===== src/core/wcn_pkg.sv =====
// package: register map, field layout, reset values and carrier types of the window notifier
package wcn_pkg;
   localparam int CH_COUNT = 8;
   localparam int RES_W    = 12;

   localparam logic [7:0] ADDR_CH_SEL    = 8'h14;
   localparam logic [7:0] ADDR_SRC_EN    = 8'h16;
   localparam logic [7:0] ADDR_PIN_CFG   = 8'h17;
   localparam logic [7:0] ADDR_SUMMARY   = 8'h18;
   localparam logic [7:0] ADDR_UPPER_FLG = 8'h1A;
   localparam logic [7:0] ADDR_LOWER_FLG = 8'h1C;
   localparam logic [7:0] ADDR_REGION    = 8'h1E;
   localparam logic [7:0] ADDR_MARGIN    = 8'h20;
   localparam logic [7:0] ADDR_UPPER_MSB = 8'h21;
   localparam logic [7:0] ADDR_LOW_COUNT = 8'h22;
   localparam logic [7:0] ADDR_LOWER_MSB = 8'h23;
   localparam logic [7:0] ADDR_AUX_FLG   = 8'h30;
   localparam logic [7:0] ADDR_INT_STAT  = 8'h31;
   localparam logic [7:0] ADDR_INT_CLR   = 8'h32;
   localparam logic [7:0] ADDR_INT_EN    = 8'h33;

   localparam int SRC_CRC_BIT   = 0;
   localparam int SRC_RMS_BIT   = 1;
   localparam int PIN_DRV_BIT   = 2;
   localparam int PIN_LEVEL_BIT = 0;
   localparam int AUX_CRC_BIT   = 0;
   localparam int AUX_RMS_BIT   = 1;
   localparam int INT_UPPER_BIT = 0;
   localparam int INT_LOWER_BIT = 1;
   localparam int INT_RMS_BIT   = 2;
   localparam int INT_CRC_BIT   = 3;

   localparam logic [7:0] SRC_EN_MASK  = 8'h03;
   localparam logic [7:0] PIN_CFG_MASK = 8'h07;
   localparam logic [7:0] INT_MASK     = 8'h0F;
   localparam logic [7:0] RST_ZERO     = 8'h00;
   localparam logic [7:0] RST_MARGIN   = 8'hF0;
   localparam logic [7:0] RST_UPPER    = 8'hFF;

   typedef struct packed {
      logic             valid;
      logic [2:0]       channel;
      logic [RES_W-1:0] result;
   } wcn_sample_type;

   typedef struct packed {
      logic [7:0] addr;
      logic [7:0] wdata;
      logic       wr;
      logic       rd;
   } wcn_bus_type;

   typedef struct packed {
      logic [7:0]                ch_sel;
      logic [7:0]                src_en;
      logic [7:0]                pin_cfg;
      logic [7:0]                upper_flg;
      logic [7:0]                lower_flg;
      logic [7:0]                region;
      logic [7:0]                margin;
      logic [7:0]                upper_msb;
      logic [7:0]                low_count;
      logic [7:0]                lower_msb;
      logic [1:0]                aux_flg;
      logic [3:0]                int_stat;
      logic [3:0]                int_en;
      logic [CH_COUNT-1:0][3:0]  up_cnt;
      logic [CH_COUNT-1:0][3:0]  lo_cnt;
      logic [CH_COUNT-1:0]       up_act;
      logic [CH_COUNT-1:0]       lo_act;
      logic [CH_COUNT-1:0]       lvl_meta;
      logic [CH_COUNT-1:0]       lvl_sync;
      logic [17:0]               src_prev;
      logic                      pin_level;
      logic                      pin_oe;
      logic [7:0]                rdata;
   } wcn_state_type;
endpackage : wcn_pkg


===== src/core/wcn_notify.sv =====
// window comparator, event flags, notification pin and register slave
// How it works
// [RULE1] rms flag drives pin while set if its enable bit is set
// [RULE2] input crc error flag drives pin while set if its enable bit is set
// [RULE3] reserved bits of source enable and pin config read as zero
// [RULE4] drive bit 0 gives open-drain pin, 1 push-pull; resets to 0
// [RULE5] signalling field 0 pulses once per raised flag, 1 holds level
// [RULE6] summary register shows per channel whether an event was detected
// [RULE7] summary bit clears when upper and lower flags of channel clear
// [RULE8] upper flag sets above upper limit or digital 1; write 1 clears
// [RULE9] lower flag sets below lower limit or digital 0; write 1 clears
// [RULE10] region 0 flags outside the window; digital 1 flags
// [RULE11] region 1 flags inside the window; digital 0 flags
// [RULE12] channel 0 upper low nibble sits in margin bits 7-4, reset 1111
// [RULE13] margin nibble shifted left three gives hysteresis on both limits; code applies it in region 0 only, region 1 releases without it
// [RULE14] upper msb register holds the top eight bits of upper limit
// [RULE15] count n needs n+1 consecutive samples beyond limit to flag
// [RULE16] only channels selected in notify select reach the pin
// [RULE17] pin condition is OR of enabled sources; pulse per new flag
//
// Implementation choice: strobed register access.
`timescale 1ns/1ps
module wcn_notify #(
   parameter int NUM_CH = 8
) (
   input  wire logic                  clock_in,
   input  wire logic                  rst_in,
   input  wire wcn_pkg::wcn_bus_type  bus_in,
   output logic [7:0]                 rdata_out,
   input  wire wcn_pkg::wcn_sample_type sample_in,
   input  wire logic [NUM_CH-1:0]     digital_mode_in,
   input  wire logic [NUM_CH-1:0]     digital_level_in,
   input  wire logic                  rms_complete_flag_in,
   input  wire logic                  crc_error_in,
   output logic                       notify_pin_out,
   output logic                       notify_pin_oe_out,
   output logic                       irq_out
);
   if (NUM_CH != wcn_pkg::CH_COUNT) begin : g_check
      $error("wcn_notify serves exactly eight channels");
   end

   wcn_pkg::wcn_state_type s_q;
   wcn_pkg::wcn_state_type s_d;

   logic [wcn_pkg::RES_W-1:0] upper_th;
   logic [wcn_pkg::RES_W-1:0] lower_th;
   logic [wcn_pkg::RES_W-1:0] hyst;
   logic [wcn_pkg::RES_W-1:0] upper_rel;
   logic [wcn_pkg::RES_W:0]   lower_sum;
   logic [wcn_pkg::RES_W-1:0] lower_rel;
   logic [3:0]                need;
   logic [7:0]                summary;

   // limits of the comparator
   assign upper_th  = {s_q.upper_msb, s_q.margin[7:4]};   // [RULE12] [RULE14]
   assign lower_th  = {s_q.lower_msb, s_q.low_count[7:4]};
   assign hyst      = {5'h00, s_q.margin[3:0], 3'h0};     // [RULE13]
   assign upper_rel = (upper_th > hyst) ? upper_th - hyst : 12'h000;   // [RULE13]
   assign lower_sum = {1'b0, lower_th} + {1'b0, hyst};
   assign lower_rel = lower_sum[wcn_pkg::RES_W] ? 12'hFFF : lower_sum[wcn_pkg::RES_W-1:0];
   assign need      = s_q.low_count[3:0];
   assign summary   = s_q.upper_flg | s_q.lower_flg;       // [RULE6] [RULE7]

   always_comb begin
      logic [7:0]                up_set;
      logic [7:0]                lo_set;
      logic [7:0]                up_clr;
      logic [7:0]                lo_clr;
      logic [1:0]                aux_clr;
      logic [3:0]                int_ev;
      logic [3:0]                int_clr;
      logic                      hc;
      logic                      lc;
      logic [wcn_pkg::RES_W-1:0] res;
      logic [17:0]               src;
      logic                      level;
      logic                      pulse;
      logic                      assert_pin;
      up_set     = 8'h00;
      lo_set     = 8'h00;
      up_clr     = 8'h00;
      lo_clr     = 8'h00;
      aux_clr    = 2'h0;
      int_clr    = 4'h0;
      hc         = 1'b0;
      lc         = 1'b0;
      res        = sample_in.result;
      int_ev     = 4'h0;
      src        = 18'h0;
      level      = 1'b0;
      pulse      = 1'b0;
      assert_pin = 1'b0;
      s_d        = s_q;
      s_d.rdata  = 8'h00;

      // digital levels pass two flip-flops
      s_d.lvl_meta = digital_level_in;
      s_d.lvl_sync = s_q.lvl_meta;

      // register writes
      if (bus_in.wr) begin
         case (bus_in.addr)
            wcn_pkg::ADDR_CH_SEL:    s_d.ch_sel    = bus_in.wdata;
            wcn_pkg::ADDR_SRC_EN:    s_d.src_en    = bus_in.wdata & wcn_pkg::SRC_EN_MASK;  // [RULE3]
            wcn_pkg::ADDR_PIN_CFG:   s_d.pin_cfg   = bus_in.wdata & wcn_pkg::PIN_CFG_MASK; // [RULE3]
            wcn_pkg::ADDR_UPPER_FLG: up_clr        = bus_in.wdata;   // [RULE8] [RULE7]
            wcn_pkg::ADDR_LOWER_FLG: lo_clr        = bus_in.wdata;   // [RULE9] [RULE7]
            wcn_pkg::ADDR_REGION:    s_d.region    = bus_in.wdata;
            wcn_pkg::ADDR_MARGIN:    s_d.margin    = bus_in.wdata;
            wcn_pkg::ADDR_UPPER_MSB: s_d.upper_msb = bus_in.wdata;
            wcn_pkg::ADDR_LOW_COUNT: s_d.low_count = bus_in.wdata;
            wcn_pkg::ADDR_LOWER_MSB: s_d.lower_msb = bus_in.wdata;
            wcn_pkg::ADDR_AUX_FLG:   aux_clr       = bus_in.wdata[1:0];
            wcn_pkg::ADDR_INT_CLR:   int_clr       = bus_in.wdata[3:0];
            wcn_pkg::ADDR_INT_EN:    s_d.int_en    = bus_in.wdata[3:0];
            default: ;
         endcase
      end

      // register reads, data in the next cycle
      if (bus_in.rd) begin
         case (bus_in.addr)
            wcn_pkg::ADDR_CH_SEL:    s_d.rdata = s_q.ch_sel;
            wcn_pkg::ADDR_SRC_EN:    s_d.rdata = s_q.src_en & wcn_pkg::SRC_EN_MASK;   // [RULE3]
            wcn_pkg::ADDR_PIN_CFG:   s_d.rdata = s_q.pin_cfg & wcn_pkg::PIN_CFG_MASK; // [RULE3]
            wcn_pkg::ADDR_SUMMARY:   s_d.rdata = summary;                             // [RULE6]
            wcn_pkg::ADDR_UPPER_FLG: s_d.rdata = s_q.upper_flg;
            wcn_pkg::ADDR_LOWER_FLG: s_d.rdata = s_q.lower_flg;
            wcn_pkg::ADDR_REGION:    s_d.rdata = s_q.region;
            wcn_pkg::ADDR_MARGIN:    s_d.rdata = s_q.margin;
            wcn_pkg::ADDR_UPPER_MSB: s_d.rdata = s_q.upper_msb;
            wcn_pkg::ADDR_LOW_COUNT: s_d.rdata = s_q.low_count;
            wcn_pkg::ADDR_LOWER_MSB: s_d.rdata = s_q.lower_msb;
            wcn_pkg::ADDR_AUX_FLG:   s_d.rdata = {6'h00, s_q.aux_flg};
            wcn_pkg::ADDR_INT_STAT:  s_d.rdata = {4'h0, s_q.int_stat};
            wcn_pkg::ADDR_INT_EN:    s_d.rdata = {4'h0, s_q.int_en};
            default:                 s_d.rdata = 8'h00;
         endcase
      end

      // per channel comparison
      for (int i = 0; i < wcn_pkg::CH_COUNT; i++) begin
         if (digital_mode_in[i]) begin
            s_d.up_cnt[i] = 4'h0;
            s_d.lo_cnt[i] = 4'h0;
            s_d.up_act[i] = 1'b0;
            s_d.lo_act[i] = 1'b0;
            if (!s_q.region[i]) begin
               up_set[i] = s_q.lvl_sync[i];          // [RULE8] [RULE10]
            end else begin
               lo_set[i] = ~s_q.lvl_sync[i];         // [RULE9] [RULE11]
            end
         end else if (sample_in.valid && sample_in.channel == 3'(i)) begin
            if (!s_q.region[i]) begin
               hc = res > upper_th;                  // [RULE8] [RULE10]
               lc = res < lower_th;                  // [RULE9] [RULE10]
            end else begin
               hc = 1'b0;
               lc = (res > lower_th) && (res < upper_th);   // [RULE11]
            end
            // upper side
            if (hc) begin
               if (s_q.up_cnt[i] >= need) begin      // [RULE15]
                  if (!s_q.up_act[i]) begin
                     up_set[i] = 1'b1;
                  end
                  s_d.up_act[i] = 1'b1;
               end else begin
                  s_d.up_cnt[i] = s_q.up_cnt[i] + 4'h1;
               end
            end else begin
               s_d.up_cnt[i] = 4'h0;
               if (res < upper_rel) begin            // [RULE13]
                  s_d.up_act[i] = 1'b0;
               end
            end
            // lower side
            if (lc) begin
               if (s_q.lo_cnt[i] >= need) begin      // [RULE15]
                  if (!s_q.lo_act[i]) begin
                     lo_set[i] = 1'b1;
                  end
                  s_d.lo_act[i] = 1'b1;
               end else begin
                  s_d.lo_cnt[i] = s_q.lo_cnt[i] + 4'h1;
               end
            end else begin
               s_d.lo_cnt[i] = 4'h0;
               if (s_q.region[i] || res > lower_rel) begin   // [RULE13]
                  s_d.lo_act[i] = 1'b0;
               end
            end
         end
      end

      // sticky flags, a set beats a clear in the same cycle
      s_d.upper_flg = (s_q.upper_flg & ~up_clr) | up_set;   // [RULE8]
      s_d.lower_flg = (s_q.lower_flg & ~lo_clr) | lo_set;   // [RULE9]
      s_d.aux_flg[wcn_pkg::AUX_CRC_BIT] = (s_q.aux_flg[wcn_pkg::AUX_CRC_BIT]
                                           & ~aux_clr[wcn_pkg::AUX_CRC_BIT]) | crc_error_in;
      s_d.aux_flg[wcn_pkg::AUX_RMS_BIT] = (s_q.aux_flg[wcn_pkg::AUX_RMS_BIT]
                                           & ~aux_clr[wcn_pkg::AUX_RMS_BIT]) | rms_complete_flag_in;

      // interrupt status
      int_ev[wcn_pkg::INT_UPPER_BIT] = |up_set;
      int_ev[wcn_pkg::INT_LOWER_BIT] = |lo_set;
      int_ev[wcn_pkg::INT_RMS_BIT]   = rms_complete_flag_in;
      int_ev[wcn_pkg::INT_CRC_BIT]   = crc_error_in;
      s_d.int_stat = (s_q.int_stat & ~int_clr) | int_ev;

      // notification sources
      src = {s_q.upper_flg & s_q.ch_sel,                                        // [RULE16]
             s_q.lower_flg & s_q.ch_sel,                                        // [RULE16]
             s_q.aux_flg[wcn_pkg::AUX_RMS_BIT] & s_q.src_en[wcn_pkg::SRC_RMS_BIT],  // [RULE1]
             s_q.aux_flg[wcn_pkg::AUX_CRC_BIT] & s_q.src_en[wcn_pkg::SRC_CRC_BIT]}; // [RULE2]
      s_d.src_prev = src;
      level = |src;                                 // [RULE17]
      pulse = |(src & ~s_q.src_prev);               // [RULE17]
      assert_pin = s_q.pin_cfg[wcn_pkg::PIN_LEVEL_BIT] ? level : pulse;   // [RULE5]
      s_d.pin_level = assert_pin;
      if (s_q.pin_cfg[wcn_pkg::PIN_DRV_BIT]) begin
         s_d.pin_oe = 1'b1;                         // [RULE4]
      end else begin
         s_d.pin_oe = ~assert_pin;                  // [RULE4]
      end
   end

   always_ff @(posedge clock_in) begin
      if (rst_in) begin
         s_q           <= '0;
         s_q.margin    <= wcn_pkg::RST_MARGIN;      // [RULE12]
         s_q.upper_msb <= wcn_pkg::RST_UPPER;
         s_q.pin_oe    <= 1'b1;
      end else begin
         s_q <= s_d;
      end
   end

   assign rdata_out         = s_q.rdata;
   assign notify_pin_out    = s_q.pin_level & s_q.pin_cfg[wcn_pkg::PIN_DRV_BIT];   // [RULE4]
   assign notify_pin_oe_out = s_q.pin_oe;
   assign irq_out           = |(s_q.int_stat & s_q.int_en);
endmodule : wcn_notify


===== config.mk =====
export PLATFORM = sky130hd
export DESIGN_NAME = wcn_notify
export DESIGN_NICKNAME = d
export VERILOG_FILES = /design/src/core/wcn_pkg.sv /design/src/core/wcn_notify.sv
export SDC_FILE = /design/constraint.sdc
export NUM_CORES = 1
export LEC_CHECK = 0
export ABC_CLOCK_PERIOD_IN_PS = 6000
export BUFFER_PORTS_ARGS = -buffer_cell sky130_fd_sc_hd__buf_4
export CAP_MARGIN = 20
export CORE_MARGIN = 2
export CORE_UTILIZATION = 60
export DETAILED_ROUTE_END_ITERATION = 8
export GPL_ROUTABILITY_DRIVEN = 0
export PLACE_DENSITY = 0.8
export SETUP_SLACK_MARGIN = 0.2
export SYNTH_ARGS = -nofsm -noshare
export SYNTH_HDL_FRONTEND = slang
export SYNTH_SLANG_ARGS = --single-unit
export TNS_END_PERCENT = 20

===== constraint.sdc =====
create_clock -name clock_in -period 6 [get_ports clock_in]
set_input_delay 0.9 -clock clock_in [delete_from_list [all_inputs] [get_ports clock_in]]
set_output_delay 0.9 -clock clock_in [all_outputs]
set_load 0.05 [all_outputs]

* Word level (Yosys, flattened, before mapping) *
Cells that the tools add are included.

storage, ports and cells
  bits in registers = 203
  input bits = 54
  output and inout bits = 11

operators by class
  add/subtract/negate cells = 18
  magnitude comparators = 23
  equal/unequal tests = 54
  multiplexer cells = 229
  bitwise gates (word level) = 34
  reductions and logical operators = 90

operator list
  kind                                                    number
  2-to-1 mux 1 bit                                        186
  2-to-1 mux 4 bit                                        34
  one-hot mux 8 bit (14 select lines)                     1
  adder 4 x 1 -> 4 bit (second input constant)            16
  equality test 8 x 6 -> 1 bit (second input constant)    8
  >= comparator 4 bit                                     16
  equality test 8 x 5 -> 1 bit (second input constant)    7
  AND reduction 2 bit                                     25
  AND reduction 3 bit                                     16
  > comparator 12 bit                                     3
  less-than comparator 12 bit                             3
  OR reduction 18 bit                                     2
  AND 8 bit                                               4
  2-to-1 mux 8 bit                                        4
  inequality test 2 x 1 -> 1 bit (second input constant)  16
  inequality test 2 bit (second input constant)           16
  nonzero test 2 bit                                      16
  2-to-1 mux 12 bit                                       2
  bitwise OR 8 bit                                        3
  OR reduction 2 bit                                      10
  AND 18 bit                                              1
  inverter 18 bit                                         1
  inverter 8 bit                                          2
  OR reduction 8 bit                                      2
  17 further kinds                                        54

* Depth between registers and ports, before layout *
  word-level depth = 10
  mapped depth = 19

* Worst setup path after synthesis *
Ideal clock, no wire load.

  path type = reg2reg
  start = register s_q, in the netlist hyst[4]
  end = register s_q[59] in the netlist's numbering
  library setup time = 0.126 ns
  data arrival time = 3.236 ns
  required time = 5.874 ns
  slack = 2.637 ns
  cell stages (with the launch flop) = 20
  buffers on the path = 1
  period minus slack after synthesis = 3.363 ns
  cell sequence = dfxtp_1 inv_1 ha_1 nor2b_1 o21a_1 o21ai_0 nand2_1 o21ai_0 nand2_1 clkbuf_1 nand2_1 ha_1 a21o_1 a21o_1 a21o_1 a21oi_1 o21ai_0 a21o_1 o31ai_1 a21oi_1

between the ends
  cells in the longest elaborated chain, start to end = 5
  elaborated cells between the ends (all ways) = 6
  classes of those cells = 1 x add/sub; 2 x order compare; 1 x mux; 2 x reduce/logical

RTL lines
  item                                                                         line               RTL
  start, declared                                                              wcn_notify.sv:43   wcn_pkg::wcn_state_type s_q;
  subtractor 12 x 7 -> 12 bit or > comparator 12 x 7 -> 1 bit (tied branches)  wcn_notify.sv:59   assign upper_rel = (upper_th > hyst) ? upper_th - hyst : 12'h000;
  2-to-1 mux 12 bit (*)                                                        wcn_notify.sv:59
  less-than comparator 12 bit (*)                                              wcn_notify.sv:174  if (res < upper_rel) begin
  nonzero test 2 bit (no source line) (*)                                      n/a
  AND reduction 3 bit (no source line) (*)                                     n/a

Mark *: on every way between the ends. The rest lies on a longest branch, timed or not.
A chain may end at the register's enable or synchronous reset.

* Worst setup path in the final report *
Same ends and word-level chain as after synthesis.

==> flow_metrics.env <==
export IMPL_cp_arrival_ns=4.37
export IMPL_cp_required_ns=6.40
export IMPL_num_fill_cells=1724
export IMPL_ys_seq_area_share_pct=32.3
export IMPL_powerDensity_mw_per_mm2=215
export IMPL_ant_nets=0
export IMPL_maxCapViolations=0
export IMPL_final_period_utilization_pct=66.2
export IMPL_port_buffers=64
export IMPL_num_antenna_cells=0
export IMPL_fin_skew_ns=0.0254
export IMPL_worst_pin_slew_ns=1.14
export IMPL_drive_gt1_share_pct=8.23
export IMPL_multi_input_area_sq_mm=0.00786
export IMPL_initial_utilization_pct=61.6
export IMPL_slew_violations=0
export IMPL_crit_end="s_q[59]$_SDFFE_PP0P_"
export IMPL_syn_avg_cell_area_sq_um=8.01
export IMPL_max_slew_margin_pct=24.1
export IMPL_clock_sinks=203
export IMPL_ioPinCount=65
export IMPL_cp_max_fo=11
export IMPL_syn_inst=1571
export IMPL_cts_made_buffers=23
export IMPL_rsz0062_at_grt="false"
export IMPL_firstDrtPassIters=7
export IMPL_r2r_cells=18
export IMPL_yosys_warnings=0
export IMPL_totalWireLength_microns=37300
export IMPL_switching_share_pct=25.1
export IMPL_track_usage_pct=33.2
export IMPL_via_per_inst=6.50
export IMPL_first_global_vias=11565
export IMPL_die_area_sq_mm=0.0221
export IMPL_fmax_mhz=252
export IMPL_antenna_found_initial=1
export IMPL_synth_top_area_share_pct=32.3
export IMPL_tns_ns=0
export IMPL_drt_iter0_drc=1125
export IMPL_dr_total_vias=12182
export IMPL_grt_max_degree=65
export IMPL_die_w_microns=149
export IMPL_pwr_share_comb_pct=7.5
export IMPL_pwr_share_seq_pct=46.0
export IMPL_cts_clk_slew_worst_paths_ns=0.06
export IMPL_internal_power_mw=2.24
export IMPL_cts_setup_buffers=0
export IMPL_grtUsageMet3_pct=5.93
export IMPL_ctsLongestPathBuffers=3
export IMPL_reg2reg_from="hyst[4]$_SDFFE_PP0P_"
export IMPL_place_ws_ns=1.89
export IMPL_utilization_pct=67.8
export IMPL_ys_ff_latch=203
export IMPL_yosys_cell_types_count=70
export IMPL_hold_path_class="reg2reg"
export IMPL_wl_per_cell_microns=19.9
export IMPL_cts_resized=0
export IMPL_cp_start_kind="flop"
export IMPL_nets=1782
export IMPL_cts_tree="built"
export IMPL_r2r_end="s_q[59]$_SDFFE_PP0P_"
export IMPL_cts_root_buf="clkbuf_16"
export IMPL_syn_nets=1762
export IMPL_setup_slack_ns=2.03
export IMPL_power_switching_mw=0.747
export IMPL_final_cell_mix="dfxtp_1, nand2_1, a21oi_1"
export IMPL_hold_slack_ns=0.438
export IMPL_final_cells=1874
export IMPL_hpwl_microns=26900
export IMPL_htreeDepth=1
export IMPL_seq_area_sq_mm=0.00406
export IMPL_yosysTopAreaCell="dfxtp_1"
export IMPL_critPathKind="reg2reg"
export IMPL_ff2ff_setup_slack_ns=2.03
export IMPL_die_h_microns=149
export IMPL_rows=52
export IMPL_cp_startpoint="hyst[4]$_SDFFE_PP0P_"
export IMPL_fin_crit_ns=3.97
export IMPL_ctsHoldBuffers=0
export IMPL_synthTopCellsByArea="dfxtp_1, ha_1, a21oi_1"
export IMPL_grt_busiest_layer="met2"
export IMPL_final_common_cell="dfxtp_1"
export IMPL_clock_latency_ns=0.54
export IMPL_coreArea_sq_mm=0.0204
export IMPL_finalHoldViolations=0
export IMPL_syn_area_sq_mm=0.0126
export IMPL_grt_util_met2_pct=54.6
export IMPL_gr_total_overflow=0
export IMPL_leakage_nw=5.63
export IMPL_peakVddDrop_uv=217
export IMPL_grt_met1_usage_pct=43.5
export IMPL_grt_pass1_wl_microns=59000
export IMPL_async_flop_share_pct=0
export IMPL_synth_ff_type="dfxtp_1"
export IMPL_crit_path_end_kind="flop"
export IMPL_clkPwrFrac_pct=46.6
export IMPL_drc=0
export IMPL_area_growth_pct=10.1
export IMPL_place_inst=1836
export IMPL_synth_edf_count=0
export IMPL_status="completed"
export IMPL_setup_viol=0
-- layer usage --
metal  part of all wire (%)  up-vias  wire length [microns]
met5                  0.027        -                     10
met4                    3.5        2                   1320
met3                    9.9      121                   3690
met2                     46      625                  17100
met1                     41     5715                  15200
li1                       -     5719                      -
-- final cells by class --
class / count / area share, %
Sequential cell: 203 / 29.3
Multi-Input combinational cell: 1202 / 56.7
Timing Repair Buffer: 71 / 3.85
Tap cell: 270 / 2.44
Clock inverter: 6 / 0.542
Clock buffer: 32 / 4.69
Inverter: 90 / 2.44
-- worst max-delay path: stages, from the launching register on --
cell and delay (ns):
dfxtp_1 0.45, inv_1 0.10, ha_1 0.29, nor2b_1 0.13
o21a_1 0.17, o21ai_0 0.39, nand2_1 0.15, o21ai_0 0.10
nand2_1 0.25, nand2_1 0.15, ha_1 0.26, a21o_1 0.17
a21o_1 0.17, a21o_1 0.16, a21oi_1 0.12, o21ai_0 0.08
a21o_1 0.33, o31ai_1 0.27, a21oi_1 0.09
-- registers in the layout, indices dropped and copies added (netlist names) --
| signal | flops |
|---|---|
| s_d | 8 |
| s_q | 166 |
| rdata_out | 8 |
| hyst | 4 |
| need | 4 |
| notify_pin_oe_out | 1 |
| lower_th | 12 |
-- cells by family (layout without fill, tap and decap cells) --
logic type	count (synthesis)	after routing	share of synthesized area (%)
compound gates	423	423	20.8
xor+xnor	13	13	0.905
fa+ha+maj	137	137	13.7
buf+inv	166	199	5.28
flops	203	203	32.3
mux	41	41	3.49
simple gates	588	588	23.5
-- power groups by stage --
stage | clock network, mW | registers (mW) | logic [mW]
finish | 1.39 | 1.37 | 0.223
global route | 1.45 | 1.37 | 0.239
CTS | 1.39 | 1.37 | 0.216
detailed placement | 0 | 1.40 | 0.214
global placement | 0 | 1.40 | 0.209
floorplan | 0 | 1.39 | 0.132
-- worst min-delay path by stage --
stage	startpoint	to	slack [ns]	depth (start not counted)
final	s_d[35]$_SDFF_PP0_	s_q[35]$_SDFF_PP0_	0.44	1
after global placement	s_d[35]$_SDFF_PP0_	s_q[35]$_SDFF_PP0_	0.42	1
after CTS	s_d[35]$_SDFF_PP0_	s_q[35]$_SDFF_PP0_	0.44	1
after global routing	s_d[35]$_SDFF_PP0_	s_q[35]$_SDFF_PP0_	0.45	1
after floorplan	s_d[28]$_SDFF_PP0_	s_q[28]$_SDFF_PP0_	0.41	1
after detailed placement	s_d[35]$_SDFF_PP0_	s_q[35]$_SDFF_PP0_	0.43	1
-- Yosys cell counts (all sizes together) (21+ instances only) --
cell	n
nand2b	26
buf	21
nand2	165
o21ai	97
nor3	39
nor2b	32
ha	135
nand3	72
mux2i	37
nor2	108
and3	28
a21oi	144
dfxtp	203
clkbuf	55
a21o	39
inv	89
nand4	36
-- per-stage QoR --
step / power [mW] / area, sq um
after floorplan: 1.53 / 12600
after global placement: 1.61 / 13100
after detailed placement: 1.61 / 13100
after CTS: 2.98 / 13900
after global routing: 3.06 / 13900
final: 2.98 / 13900
Power figures use the tool's default switching activity.
